**src/logic/duart_port_pkg.sv**
```systemverilog
// constants, carrier structs and state records for the dual serial host port
// assumes one 200 MHz clock and a synchronous active-high reset
package duart_port_pkg;

	////////////////////////////////////////////////////////////////////////////
	// timing
	localparam int CLK_PERIOD_PS = 5000;
	localparam int RST_PULSE_NS = 40;
	// least time: round up to whole cycles
	localparam int RST_PULSE_CYC = (RST_PULSE_NS * 1000 + CLK_PERIOD_PS - 1) / CLK_PERIOD_PS;
	localparam logic [3:0] RST_CNT_MAX = 4'(RST_PULSE_CYC);

	////////////////////////////////////////////////////////////////////////////
	// field positions and channel codes
	localparam int MCR_OP2_BIT = 3;
	localparam int MCR_IR_BIT = 6;
	localparam int NUM_CHAN = 2;
	localparam logic CHAN_A = 1'h0;
	localparam logic CHAN_B = 1'h1;

	////////////////////////////////////////////////////////////////////////////
	// carriers
	typedef struct packed {
		logic chan;
		logic [2:0] addr;
		logic [7:0] data;
	} reg_access_t;

	typedef struct packed {
		logic [7:0] modem_control_reg;
		logic ir_invert;
		logic auto_cts;
		logic tx_bit;
		logic tx_busy;
		logic irq_pending;
		logic tx_space;
		logic rx_avail;
		logic rts_on;
		logic dtr_on;
	} chan_ctrl_t;

	typedef struct packed {
		logic serial_in;
		logic cts_n;
		logic dsr_n;
		logic cd_n;
		logic ri_n;
	} modem_in_t;

	typedef struct packed {
		logic serial_out;
		logic rts_n;
		logic dtr_n;
		logic op2_n;
		logic tx_rdy_n;
		logic rx_rdy_n;
		logic irq_o;
		logic irq_oe;
	} chan_pins_t;

	typedef struct packed {
		logic rx_bit;
		logic cts;
		logic dsr;
		logic cd;
		logic ri;
		logic tx_allowed;
	} chan_stat_t;

	typedef struct packed {
		logic strap;
		logic reset_pin;
		logic rd_n;
		logic wr_n;
		logic csa_n;
		logic csb_n;
		logic [2:0] addr;
		logic [7:0] din;
	} bus_pins_t;

	////////////////////////////////////////////////////////////////////////////
	// state records and reset values
	typedef struct packed {
		modem_in_t meta;
		modem_in_t sync;
		chan_pins_t pins;
		chan_stat_t stat;
	} chan_state_t;

	typedef struct packed {
		bus_pins_t meta;
		bus_pins_t pins;
		logic strobe_mode;
		logic [3:0] rst_cnt;
		logic pin_reset;
		logic rd_lvl;
		logic wr_lvl;
		reg_access_t wr_hold;
		logic [1:0] buf_v;
		reg_access_t [1:0] buf_e;
		logic overrun;
		logic rd_req;
		reg_access_t rd_acc;
		logic [7:0] dout;
		logic dout_oe;
	} port_state_t;

	localparam chan_pins_t CHAN_PINS_RST = '{serial_out: 1'h1, rts_n: 1'h1, dtr_n: 1'h1,
		op2_n: 1'h1, tx_rdy_n: 1'h1, rx_rdy_n: 1'h1, irq_o: 1'h0, irq_oe: 1'h0};
	localparam chan_stat_t CHAN_STAT_RST = '{rx_bit: 1'h1, default: 1'h0};
	localparam port_state_t PORT_RST = '0;

endpackage

```
**src/logic/chan_pin_unit.sv**
```systemverilog
// one channel's serial, modem, ready and interrupt pins
// assumes rst already merges the chip reset; modem inputs arrive raw from pins
`timescale 1ns/1ps
module chan_pin_unit import duart_port_pkg::*; #(
	parameter bit IS_CHAN_A = 1'b1
) (
	input wire logic clk,
	input wire logic rst,
	input wire logic strobe_mode,
	input wire logic irq_any,
	input wire chan_ctrl_t ctrl,
	input wire modem_in_t modem_in,
	output chan_pins_t pins,
	output chan_stat_t stat
);

	chan_state_t st;
	chan_state_t nxt;
	logic ir;
	logic op2;

	assign ir = ctrl.modem_control_reg[MCR_IR_BIT];
	assign op2 = ctrl.modem_control_reg[MCR_OP2_BIT];

	always_comb begin
		nxt = st;
		nxt.meta = modem_in;
		nxt.sync = st.meta;
		nxt.pins.serial_out = ir ? (ctrl.tx_busy & ctrl.tx_bit) : (~ctrl.tx_busy | ctrl.tx_bit);
		nxt.pins.rts_n = ~ctrl.rts_on;
		nxt.pins.dtr_n = ~ctrl.dtr_on;
		nxt.pins.tx_rdy_n = ~ctrl.tx_space;
		nxt.pins.rx_rdy_n = ~ctrl.rx_avail;
		nxt.pins.op2_n = ~op2;
		if (strobe_mode) begin
			nxt.pins.irq_o = ctrl.irq_pending;
			nxt.pins.irq_oe = op2;
		end else begin
			// shared open-drain interrupt on channel A
			nxt.pins.irq_o = 1'h0;
			nxt.pins.irq_oe = IS_CHAN_A ? irq_any : 1'h0;
		end
		nxt.stat.rx_bit = st.sync.serial_in ^ (ir & ctrl.ir_invert);
		nxt.stat.cts = ~st.sync.cts_n;
		nxt.stat.dsr = ~st.sync.dsr_n;
		nxt.stat.cd = ~st.sync.cd_n;
		nxt.stat.ri = ~st.sync.ri_n;
		nxt.stat.tx_allowed = ~ctrl.auto_cts | ~st.sync.cts_n;
	end

	always_ff @(posedge clk) begin
		st <= nxt;
		if (rst) begin
			st.pins <= CHAN_PINS_RST;
			st.stat <= CHAN_STAT_RST;
		end
	end

	assign pins = st.pins;
	assign stat = st.stat;
endmodule // chan_pin_unit

```
**src/logic/duart_host_port.sv**
```systemverilog
// host bus port and pin behaviour of a dual asynchronous serial controller
// assumes the core answers reads in the cycle of rd_req and drains wr_access
`timescale 1ns/1ps
module duart_host_port import duart_port_pkg::*; (
	input wire logic clk,
	input wire logic rst,
	input wire logic bus_style_strap,
	input wire logic chip_reset_pin,
	input wire logic [2:0] register_select_lines,
	input wire logic read_strobe_n,
	input wire logic write_strobe_n,
	input wire logic channel_a_select_n,
	// doubles as channel_address_bit in single-strobe mode
	input wire logic channel_b_select_n,
	input wire logic [7:0] data_bus_in,
	output logic [7:0] data_bus_out,
	output logic data_bus_oe,
	input wire logic serial_in_a,
	input wire logic clear_to_send_a_n,
	input wire logic set_ready_a_n,
	input wire logic carrier_detect_a_n,
	input wire logic ring_indicator_a_n,
	input wire logic serial_in_b,
	input wire logic clear_to_send_b_n,
	input wire logic set_ready_b_n,
	input wire logic carrier_detect_b_n,
	input wire logic ring_indicator_b_n,
	output logic serial_out_a,
	output logic request_to_send_a_n,
	output logic terminal_ready_a_n,
	output logic output_port2_a_n,
	output logic transmit_ready_a_n,
	output logic receive_ready_a_n,
	output logic irq_out_channel_a,
	output logic irq_out_channel_a_oe,
	output logic serial_out_b,
	output logic request_to_send_b_n,
	output logic terminal_ready_b_n,
	output logic output_port2_b_n,
	output logic transmit_ready_b_n,
	output logic receive_ready_b_n,
	output logic irq_out_channel_b,
	output logic irq_out_channel_b_oe,
	input wire chan_ctrl_t ctrl_a,
	input wire chan_ctrl_t ctrl_b,
	output chan_stat_t stat_a,
	output chan_stat_t stat_b,
	output logic wr_valid,
	input wire logic wr_ready,
	output reg_access_t wr_access,
	output logic bus_busy,
	output logic write_overrun,
	output logic rd_req,
	output reg_access_t rd_access,
	input wire logic [7:0] rd_data,
	output logic strobe_mode,
	output logic core_reset
);

	port_state_t st;
	port_state_t nxt;
	bus_pins_t pins_now;
	bus_pins_t p;
	logic rp_act;
	logic acc_rd;
	logic acc_wr;
	logic acc_chan;
	logic wr_end;
	logic pop;
	logic chan_rst;
	chan_ctrl_t ctrl_v [NUM_CHAN];
	modem_in_t min_v [NUM_CHAN];
	chan_pins_t pout [NUM_CHAN];
	chan_stat_t stat_v [NUM_CHAN];

	////////////////////////////////////////////////////////////////////////////
	// pin capture
	assign pins_now = '{strap: bus_style_strap, reset_pin: chip_reset_pin,
		rd_n: read_strobe_n, wr_n: write_strobe_n, csa_n: channel_a_select_n,
		csb_n: channel_b_select_n, addr: register_select_lines, din: data_bus_in};
	assign p = st.pins;

	// reset pin polarity follows the strap
	assign rp_act = st.strobe_mode ? p.reset_pin : ~p.reset_pin;

	////////////////////////////////////////////////////////////////////////////
	// bus decode
	always_comb begin
		if (st.strobe_mode) begin
			// exactly one channel select; both low is ignored
			acc_chan = ~p.csb_n;
			// read strobe level, write strobe idle
			acc_rd = (p.csa_n ^ p.csb_n) & ~p.rd_n & p.wr_n;
			// write strobe level, read strobe idle
			acc_wr = (p.csa_n ^ p.csb_n) & ~p.wr_n & p.rd_n;
		end else begin
			// second select acts as channel address bit
			acc_chan = p.csb_n;
			// read strobe ignored, write pin gives direction
			acc_rd = ~p.csa_n & p.wr_n;
			acc_wr = ~p.csa_n & ~p.wr_n;
		end
	end

	assign wr_end = st.wr_lvl & ~acc_wr;
	assign pop = st.buf_v[0] & wr_ready;

	////////////////////////////////////////////////////////////////////////////
	// next state
	always_comb begin
		nxt = st;
		nxt.meta = pins_now;
		nxt.pins = st.meta;

		if (!rp_act) begin
			nxt.rst_cnt = 4'h0;
		end else if (st.rst_cnt != RST_CNT_MAX) begin
			nxt.rst_cnt = st.rst_cnt + 4'h1;
		end
		nxt.pin_reset = rp_act & (nxt.rst_cnt == RST_CNT_MAX);

		nxt.rd_lvl = acc_rd;
		nxt.wr_lvl = acc_wr;

		// start internal read on strobe fall
		nxt.rd_req = acc_rd & ~st.rd_lvl;
		if (acc_rd && !st.rd_lvl) begin
			nxt.rd_acc = '{chan: acc_chan, addr: p.addr, data: 8'h00};
		end
		if (st.rd_req) begin
			nxt.dout = rd_data;
		end
		nxt.dout_oe = acc_rd;

		// hold byte while strobe low, commit on release
		if (acc_wr) begin
			nxt.wr_hold = '{chan: acc_chan, addr: p.addr, data: p.din};
		end

		// two-entry buffer; head always in slot 0
		if (pop) begin
			nxt.buf_e[0] = st.buf_e[1];
			nxt.buf_v[0] = st.buf_v[1];
			nxt.buf_v[1] = 1'h0;
		end
		if (wr_end) begin
			if (!nxt.buf_v[0]) begin
				nxt.buf_e[0] = st.wr_hold;
				nxt.buf_v[0] = 1'h1;
			end else if (!nxt.buf_v[1]) begin
				nxt.buf_e[1] = st.wr_hold;
				nxt.buf_v[1] = 1'h1;
			end else begin
				nxt.overrun = 1'h1;
			end
		end

		// chip reset clears the port but keeps pin sampling and the filter
		if (st.pin_reset) begin
			nxt.rd_lvl = 1'h0;
			nxt.wr_lvl = 1'h0;
			nxt.rd_req = 1'h0;
			nxt.dout = 8'h00;
			nxt.dout_oe = 1'h0;
			nxt.buf_v = 2'h0;
			nxt.overrun = 1'h0;
		end
	end

	always_ff @(posedge clk) begin
		if (rst) begin
			st <= PORT_RST;
			st.meta <= nxt.meta;
			st.pins <= nxt.pins;
			// strap caught while reset is held
			st.strobe_mode <= st.pins.strap;
		end else begin
			st <= nxt;
		end
	end

	////////////////////////////////////////////////////////////////////////////
	// channels
	assign chan_rst = rst | st.pin_reset;
	assign ctrl_v[0] = ctrl_a;
	assign ctrl_v[1] = ctrl_b;
	assign min_v[0] = '{serial_in: serial_in_a, cts_n: clear_to_send_a_n, dsr_n: set_ready_a_n,
		cd_n: carrier_detect_a_n, ri_n: ring_indicator_a_n};
	assign min_v[1] = '{serial_in: serial_in_b, cts_n: clear_to_send_b_n, dsr_n: set_ready_b_n,
		cd_n: carrier_detect_b_n, ri_n: ring_indicator_b_n};

	genvar i;
	for (i = 0; i < NUM_CHAN; i++) begin : g_chan
		chan_pin_unit #(
			.IS_CHAN_A(i == 0)
		) u_chan (
			.clk(clk),
			.rst(chan_rst),
			.strobe_mode(st.strobe_mode),
			.irq_any(ctrl_a.irq_pending | ctrl_b.irq_pending),
			.ctrl(ctrl_v[i]),
			.modem_in(min_v[i]),
			.pins(pout[i]),
			.stat(stat_v[i])
		);
	end

	////////////////////////////////////////////////////////////////////////////
	// outputs
	assign data_bus_out = st.dout;
	assign data_bus_oe = st.dout_oe;
	assign wr_valid = st.buf_v[0];
	assign wr_access = st.buf_e[0];
	assign bus_busy = st.buf_v[1];
	assign write_overrun = st.overrun;
	assign rd_req = st.rd_req;
	assign rd_access = st.rd_acc;
	assign strobe_mode = st.strobe_mode;
	assign core_reset = st.pin_reset;
	assign stat_a = stat_v[0];
	assign stat_b = stat_v[1];

	assign serial_out_a = pout[0].serial_out;
	assign request_to_send_a_n = pout[0].rts_n;
	assign terminal_ready_a_n = pout[0].dtr_n;
	assign output_port2_a_n = pout[0].op2_n;
	assign transmit_ready_a_n = pout[0].tx_rdy_n;
	assign receive_ready_a_n = pout[0].rx_rdy_n;
	assign irq_out_channel_a = pout[0].irq_o;
	assign irq_out_channel_a_oe = pout[0].irq_oe;
	assign serial_out_b = pout[1].serial_out;
	assign request_to_send_b_n = pout[1].rts_n;
	assign terminal_ready_b_n = pout[1].dtr_n;
	assign output_port2_b_n = pout[1].op2_n;
	assign transmit_ready_b_n = pout[1].tx_rdy_n;
	assign receive_ready_b_n = pout[1].rx_rdy_n;
	assign irq_out_channel_b = pout[1].irq_o;
	assign irq_out_channel_b_oe = pout[1].irq_oe;
endmodule // duart_host_port

```
**config.mk**
```make
export PLATFORM = sky130hd
export DESIGN_NAME = duart_host_port
export DESIGN_NICKNAME = d
export VERILOG_FILES = /design/src/logic/duart_port_pkg.sv /design/src/logic/chan_pin_unit.sv /design/src/logic/duart_host_port.sv
export SDC_FILE = /design/constraint.sdc
export NUM_CORES = 1
export LEC_CHECK = 0
export CAP_MARGIN = 40
export CORE_MARGIN = 8
export CORE_UTILIZATION = 40
export CTS_CLUSTER_DIAMETER = 60
export CTS_CLUSTER_SIZE = 30
export DETAILED_ROUTE_END_ITERATION = 8
export DONT_BUFFER_PORTS = 1
export PLACE_DENSITY = 0.59
export SYNTH_ARGS = -nofsm -noshare
export SYNTH_HDL_FRONTEND = slang
export SYNTH_SLANG_ARGS = --single-unit
```
**constraint.sdc**
```tcl
create_clock -name clk -period 2.4 [get_ports clk]
set_clock_uncertainty 0.2 [all_clocks]
set_input_delay 0.12 -clock clk [delete_from_list [all_inputs] [get_ports clk]]
set_output_delay 0.12 -clock clk [all_outputs]
set_load 0.005 [all_outputs]
```
Yosys cells after proc, flatten, opt, wreduce, memory -nomap -nowiden --
Index checks and enable logic that the tools add are counted.
Storage, ports and cells: register bits after elaboration 142, input bits 72, output and inout port bits 67
Operators by class: $add $sub $neg 1, eq/ne operators 2, muxes and demuxes 18, bitwise gates (word level) 54, reductions and logical operators 6
Operators by type and width (count):
- $mux 12 | 4
- $not 1->1 | 31
- $mux 27 | 1
- $and 1x1->1 | 14
- $mux 1 | 10
- $mux 4 | 2
- $or 1x1->1 | 6
- $reduce_and 3->1 | 2
- $add 4x1->4 const B | 1
- $eq 4x4->1 const B | 1
- $ne 4x4->1 const B | 1
- $reduce_or 2->1 | 2
- $xor 1x1->1 | 3
- $mux 2 | 1
- $logic_and 1x1->1 | 1
- $logic_not 1->1 | 1

Longest topological paths before layout --
depth after elaboration 7, mapped depth 7, depth with buffers taken out 6

By module --
A second synthesis with hierarchy kept.
Unflattened totals: cell total of the unflattened synthesis 465, area, all modules 4926.0 µm²
By module, submodules not included:
- duart_host_port | instances 1, cells each 349, area each 3512.1 µm²
- chan_pin_unit (g_chan[0].u_chan) | instances 1, cells each 58, area each 711.9 µm²
- chan_pin_unit (g_chan[1].u_chan) | instances 1, cells each 58, area each 701.9 µm²

Least setup slack after synthesis --
No wires, ideal clock.
kind reg2reg, start register, netlist name strobe_mode, end register st[51] in the netlist's numbering, library setup time 0.128 ns, data arrival time 1.465 ns, slack 0.607 ns, stages on the path, launching flop included 6, period minus slack after synthesis 1.793 ns, cell sequence edfxtp_1 -> or2_4 -> a31oi_1 -> buf_4 -> mux2i_1 -> nor2_1
On the way: word-level cells in the longest chain between the ends 1
Ends and longest elaborated chain:
- $mux 1 | RTL line duart_host_port.sv:89 | if (st.strobe_mode) begin
- end signal: assignment | RTL line duart_host_port.sv:178 | st <= nxt;
- end: declaration | RTL line duart_host_port.sv:60 | port_state_t st;
Every way passes these cells. A chain may end at the register's enable or synchronous reset.

Worst setup path after layout --
start register, netlist name strobe_mode, end register st[60] in the netlist's numbering
On the way: word-level cells in the longest chain between the ends 1, elaborated cells on any way between the ends 2
Ends and longest elaborated chain (RTL line):
- $mux 1 | duart_host_port.sv:89
Several ways; a longest one is shown, not always the timed one.

==> results.sh <==
export IMPL_cts_root_buf="sky130_fd_sc_hd__clkbuf_16"
export IMPL_slew_headroom=0.4784
export IMPL_vias=2943
export IMPL_routed_wire_length_per_instance_um=16.00
export IMPL_place_port_buffers=0
export IMPL_cts_htree_levels=4
export IMPL_grt_setup_unrepaired="no"
export IMPL_synth_edff_count=1
export IMPL_drtPass1Iterations=4
export IMPL_synth_top_flop_cell="sky130_fd_sc_hd__dfxtp_1"
export IMPL_dieWidth_um=124.8
export IMPL_drt_wl_total_um=10060
export IMPL_clk_insertion_delay_late_ns=0.41
export IMPL_synth_compound_area_frac=0.06395
export IMPL_ioPinCount=139
export IMPL_synthDistinctLibCells=42
export IMPL_yosys_area_share_xor_xnor=0.007400
export IMPL_average_cell_area_after_synthesis_um2=10.96
export IMPL_drv_slew=0
export IMPL_route_detailed_drc=0
export IMPL_muxShareOfSynthArea=0.09302
export IMPL_power_leakage_uw=0.002334
export IMPL_clk_path_buf_depth=2
export IMPL_critical_path_max_fanout=12
export IMPL_post_route_period_util=0.9247
export IMPL_peakVddDrop_uv=600.9
export IMPL_grtUsageTotal=0.1313
export IMPL_reg2reg_depth=6
export IMPL_dp_hpwl_um=6277
export IMPL_tritoncts="built"
export IMPL_floorplan_initialDensity=0.4129
export IMPL_area_sequential_um2=2853
export IMPL_grt_first_pass_wirelength_um=16010
export IMPL_synthesis_area_um2=4735
export IMPL_synth_async_reset_ratio=0
export IMPL_die_y_um=124.8
export IMPL_worstSetupPathType="register to register"
export IMPL_fmax_mhz=450.6
export IMPL_critPathArrivalTime_ns=2.38
export IMPL_total_of_endpoints_with_negative_setup_slack_in_the_final_report=0
export IMPL_antenna_violating_nets_left=0
export IMPL_postSynthCellCount=432
export IMPL_timing_critical_path_from_type="register"
export IMPL_overflow=0
export IMPL_multiInputGateArea_um2=1455
export IMPL_most_frequent_cells_in_the_layout="sky130_fd_sc_hd__dfxtp_1 (141), sky130_fd_sc_hd__dlygate4sd3_1 (72), sky130_fd_sc_hd__mux2i_1 (44)"
export IMPL_post_route_cells_drive_above_1_share=0.08848
export IMPL_result_of_the_run="finished, final reports clean"
export IMPL_crit_path_end_kind="register"
export IMPL_yosys_area_share_adder=0.005285
export IMPL_power_total_uw=5424
export IMPL_fillerInstances=966
export IMPL_timing_hold_worst_path_depth=2
export IMPL_synth_sequential_area_ratio=0.6025
export IMPL_fin_crit_ns=2.219
export IMPL_totalNegativeSetupSlack_ns=0
export IMPL_first_global_vias=3112
export IMPL_cap_viol_max_count=0
export IMPL_layout_commonest_cell="sky130_fd_sc_hd__dfxtp_1"
export IMPL_required_ns=2.56
export IMPL_worst_hold_path_type="input port to register"
export IMPL_clock_sink_count=142
export IMPL_area_growth_synth_to_final_pct=24.52
export IMPL_pwr_density_cell_nw_per_um2=919.9
export IMPL_yosysWarnings=0
export IMPL_core_area_um2=11470
export IMPL_grt_antenna_before_repair=0
export IMPL_gpl_final_weighted_congestion=0.6903
export IMPL_floorplan_die_area_um2=15570
export IMPL_tritoncts_num_buffers=17
export IMPL_hold_viol_final=0
export IMPL_worst_slew_pin_slew_ns=0.7825
export IMPL_route_detailed_vias_per_inst=4.679
export IMPL_std_cell_rows=39
export IMPL_finish_net_count=547
export IMPL_grt_start_max_net_pins=57
export IMPL_combinational_family_with_the_most_area_after_synthesis="simple AND/OR/NAND/NOR gates"
export IMPL_antenna_diode_count=0
export IMPL_post_synth_and_or_nand_nor_area_fraction=0.1313
export IMPL_worst_setup_hold_path_clk_slew_ns=0.06
export IMPL_synth_seq_cells=142
export IMPL_drtIter0Drc=88
-- registers in the layout, indices dropped and copies added, names as in the netlist, 10 cells and up --
register / cells
g_chan.u_chan.st: 10
g_chan.u_chan.pins: 16
g_chan.u_chan.nxt: 10
g_chan.u_chan.stat: 12
p: 17
st: 29
nxt: 17
wr_access: 12
-- through the flow --
step / hold WS [ns] / setup WS [ns] / util / std cells / instance area [µm²]
3_5_place_dp: -0.05222 / 0.3079 / 0.3965 / 524 / 4547
6_report: 0.03688 / 0.1808 / 0.5141 / 629 / 5896
3_3_place_gp: -0.05222 / 0.3538 / 0.3965 / 524 / 4547
4_1_cts: 0.02385 / 0.1697 / 0.5141 / 629 / 5896
5_1_grt: 0.03731 / 0.02747 / 0.5141 / 629 / 5896
2_1_floorplan: -0.05228 / 0.6074 / - / 439 / 4761
-- cell usage after synthesis, drive strengths merged, types with 3 or more instances --
cell type / count / share of area
dfxtp: 141 / 0.60
buf: 50 / 0.081
mux2i: 44 / 0.093
nor2: 37 / 0.029
nand2: 29 / 0.023
nand2b: 24 / 0.032
nand3: 16 / 0.017
clkbuf: 14 / 0.011
a21o: 13 / 0.021
a21oi: 12 / 0.013
o21ai: 8 / 0.0085
and3: 6 / 0.0079
inv: 4 / 0.0032
nor3: 3 / 0.0032
o211ai: 3 / 0.0048
-- critical path, stage by stage (launching register included) --
cell and delay, ns:
sky130_fd_sc_hd__edfxtp_1 0.45, sky130_fd_sc_hd__or2_4 0.28, sky130_fd_sc_hd__a31oi_1 0.17, sky130_fd_sc_hd__buf_4 0.25, sky130_fd_sc_hd__nor2_1 0.06, sky130_fd_sc_hd__a211oi_1 0.18, sky130_fd_sc_hd__dlygate4sd3_1 0.57
-- repair_timing --
item	4_1_cts	5_1_grt
hold buffers	73	0
buffers inserted	0	0
gates resized for setup	0	0
endpoints found under the hold margin	104	0
-- final cells by class --
class                           count  share of cell area
Clock buffer                       20             0.07576
Clock inverter                     12             0.02738
Tap cell                          143             0.03035
Timing Repair Buffer               79              0.1333
Inverter                            4            0.002547
Sequential cell                   142              0.4839
Multi-Input combinational cell    229              0.2468
-- metal layers --
layer  wire length (µm)  track usage  vias up
li1                   -            -     1468
met1               3912       0.1291     1375
met2               5030       0.2182       91
met3               1021      0.08553        9
met4                 97      0.04678        0
met5                  0            0        -
-- path summary, 6_finish.rpt --
check | startpoint | end | slack, ns
worst max register to register | strobe_mode | st[60] | 0.18
worst min-delay path | rst | g_chan[1].u_chan.stat[1] | 0.04
worst max-delay path | strobe_mode | st[60] | 0.18
worst min register to register | nxt[71] | p[2] | 0.12
-- power breakdown --
part           leakage (µW)  total, µW  internal, µW  switching, µW
Combinational      0.000870        258           147            110
Clock              0.000287       2650          1670            979
Sequential          0.00118       2520          2460           56.7
-- cell families (layout without fill, tap and decap cells) --
| group | Yosys count | after routing |
|---|---|---|
| DFF | 142 | 142 |
| and+or+nand+nor | 127 | 127 |
| buffers and inverters | 68 | 115 |
| other | 1 | 8 |
| xor gates and xnor gates | 4 | 4 |
| adders and majority gates | 2 | 2 |
| muxes | 44 | 44 |
| AOI/OAI and AO/OA | 44 | 44 |
(Power assumes the default switching activity.)
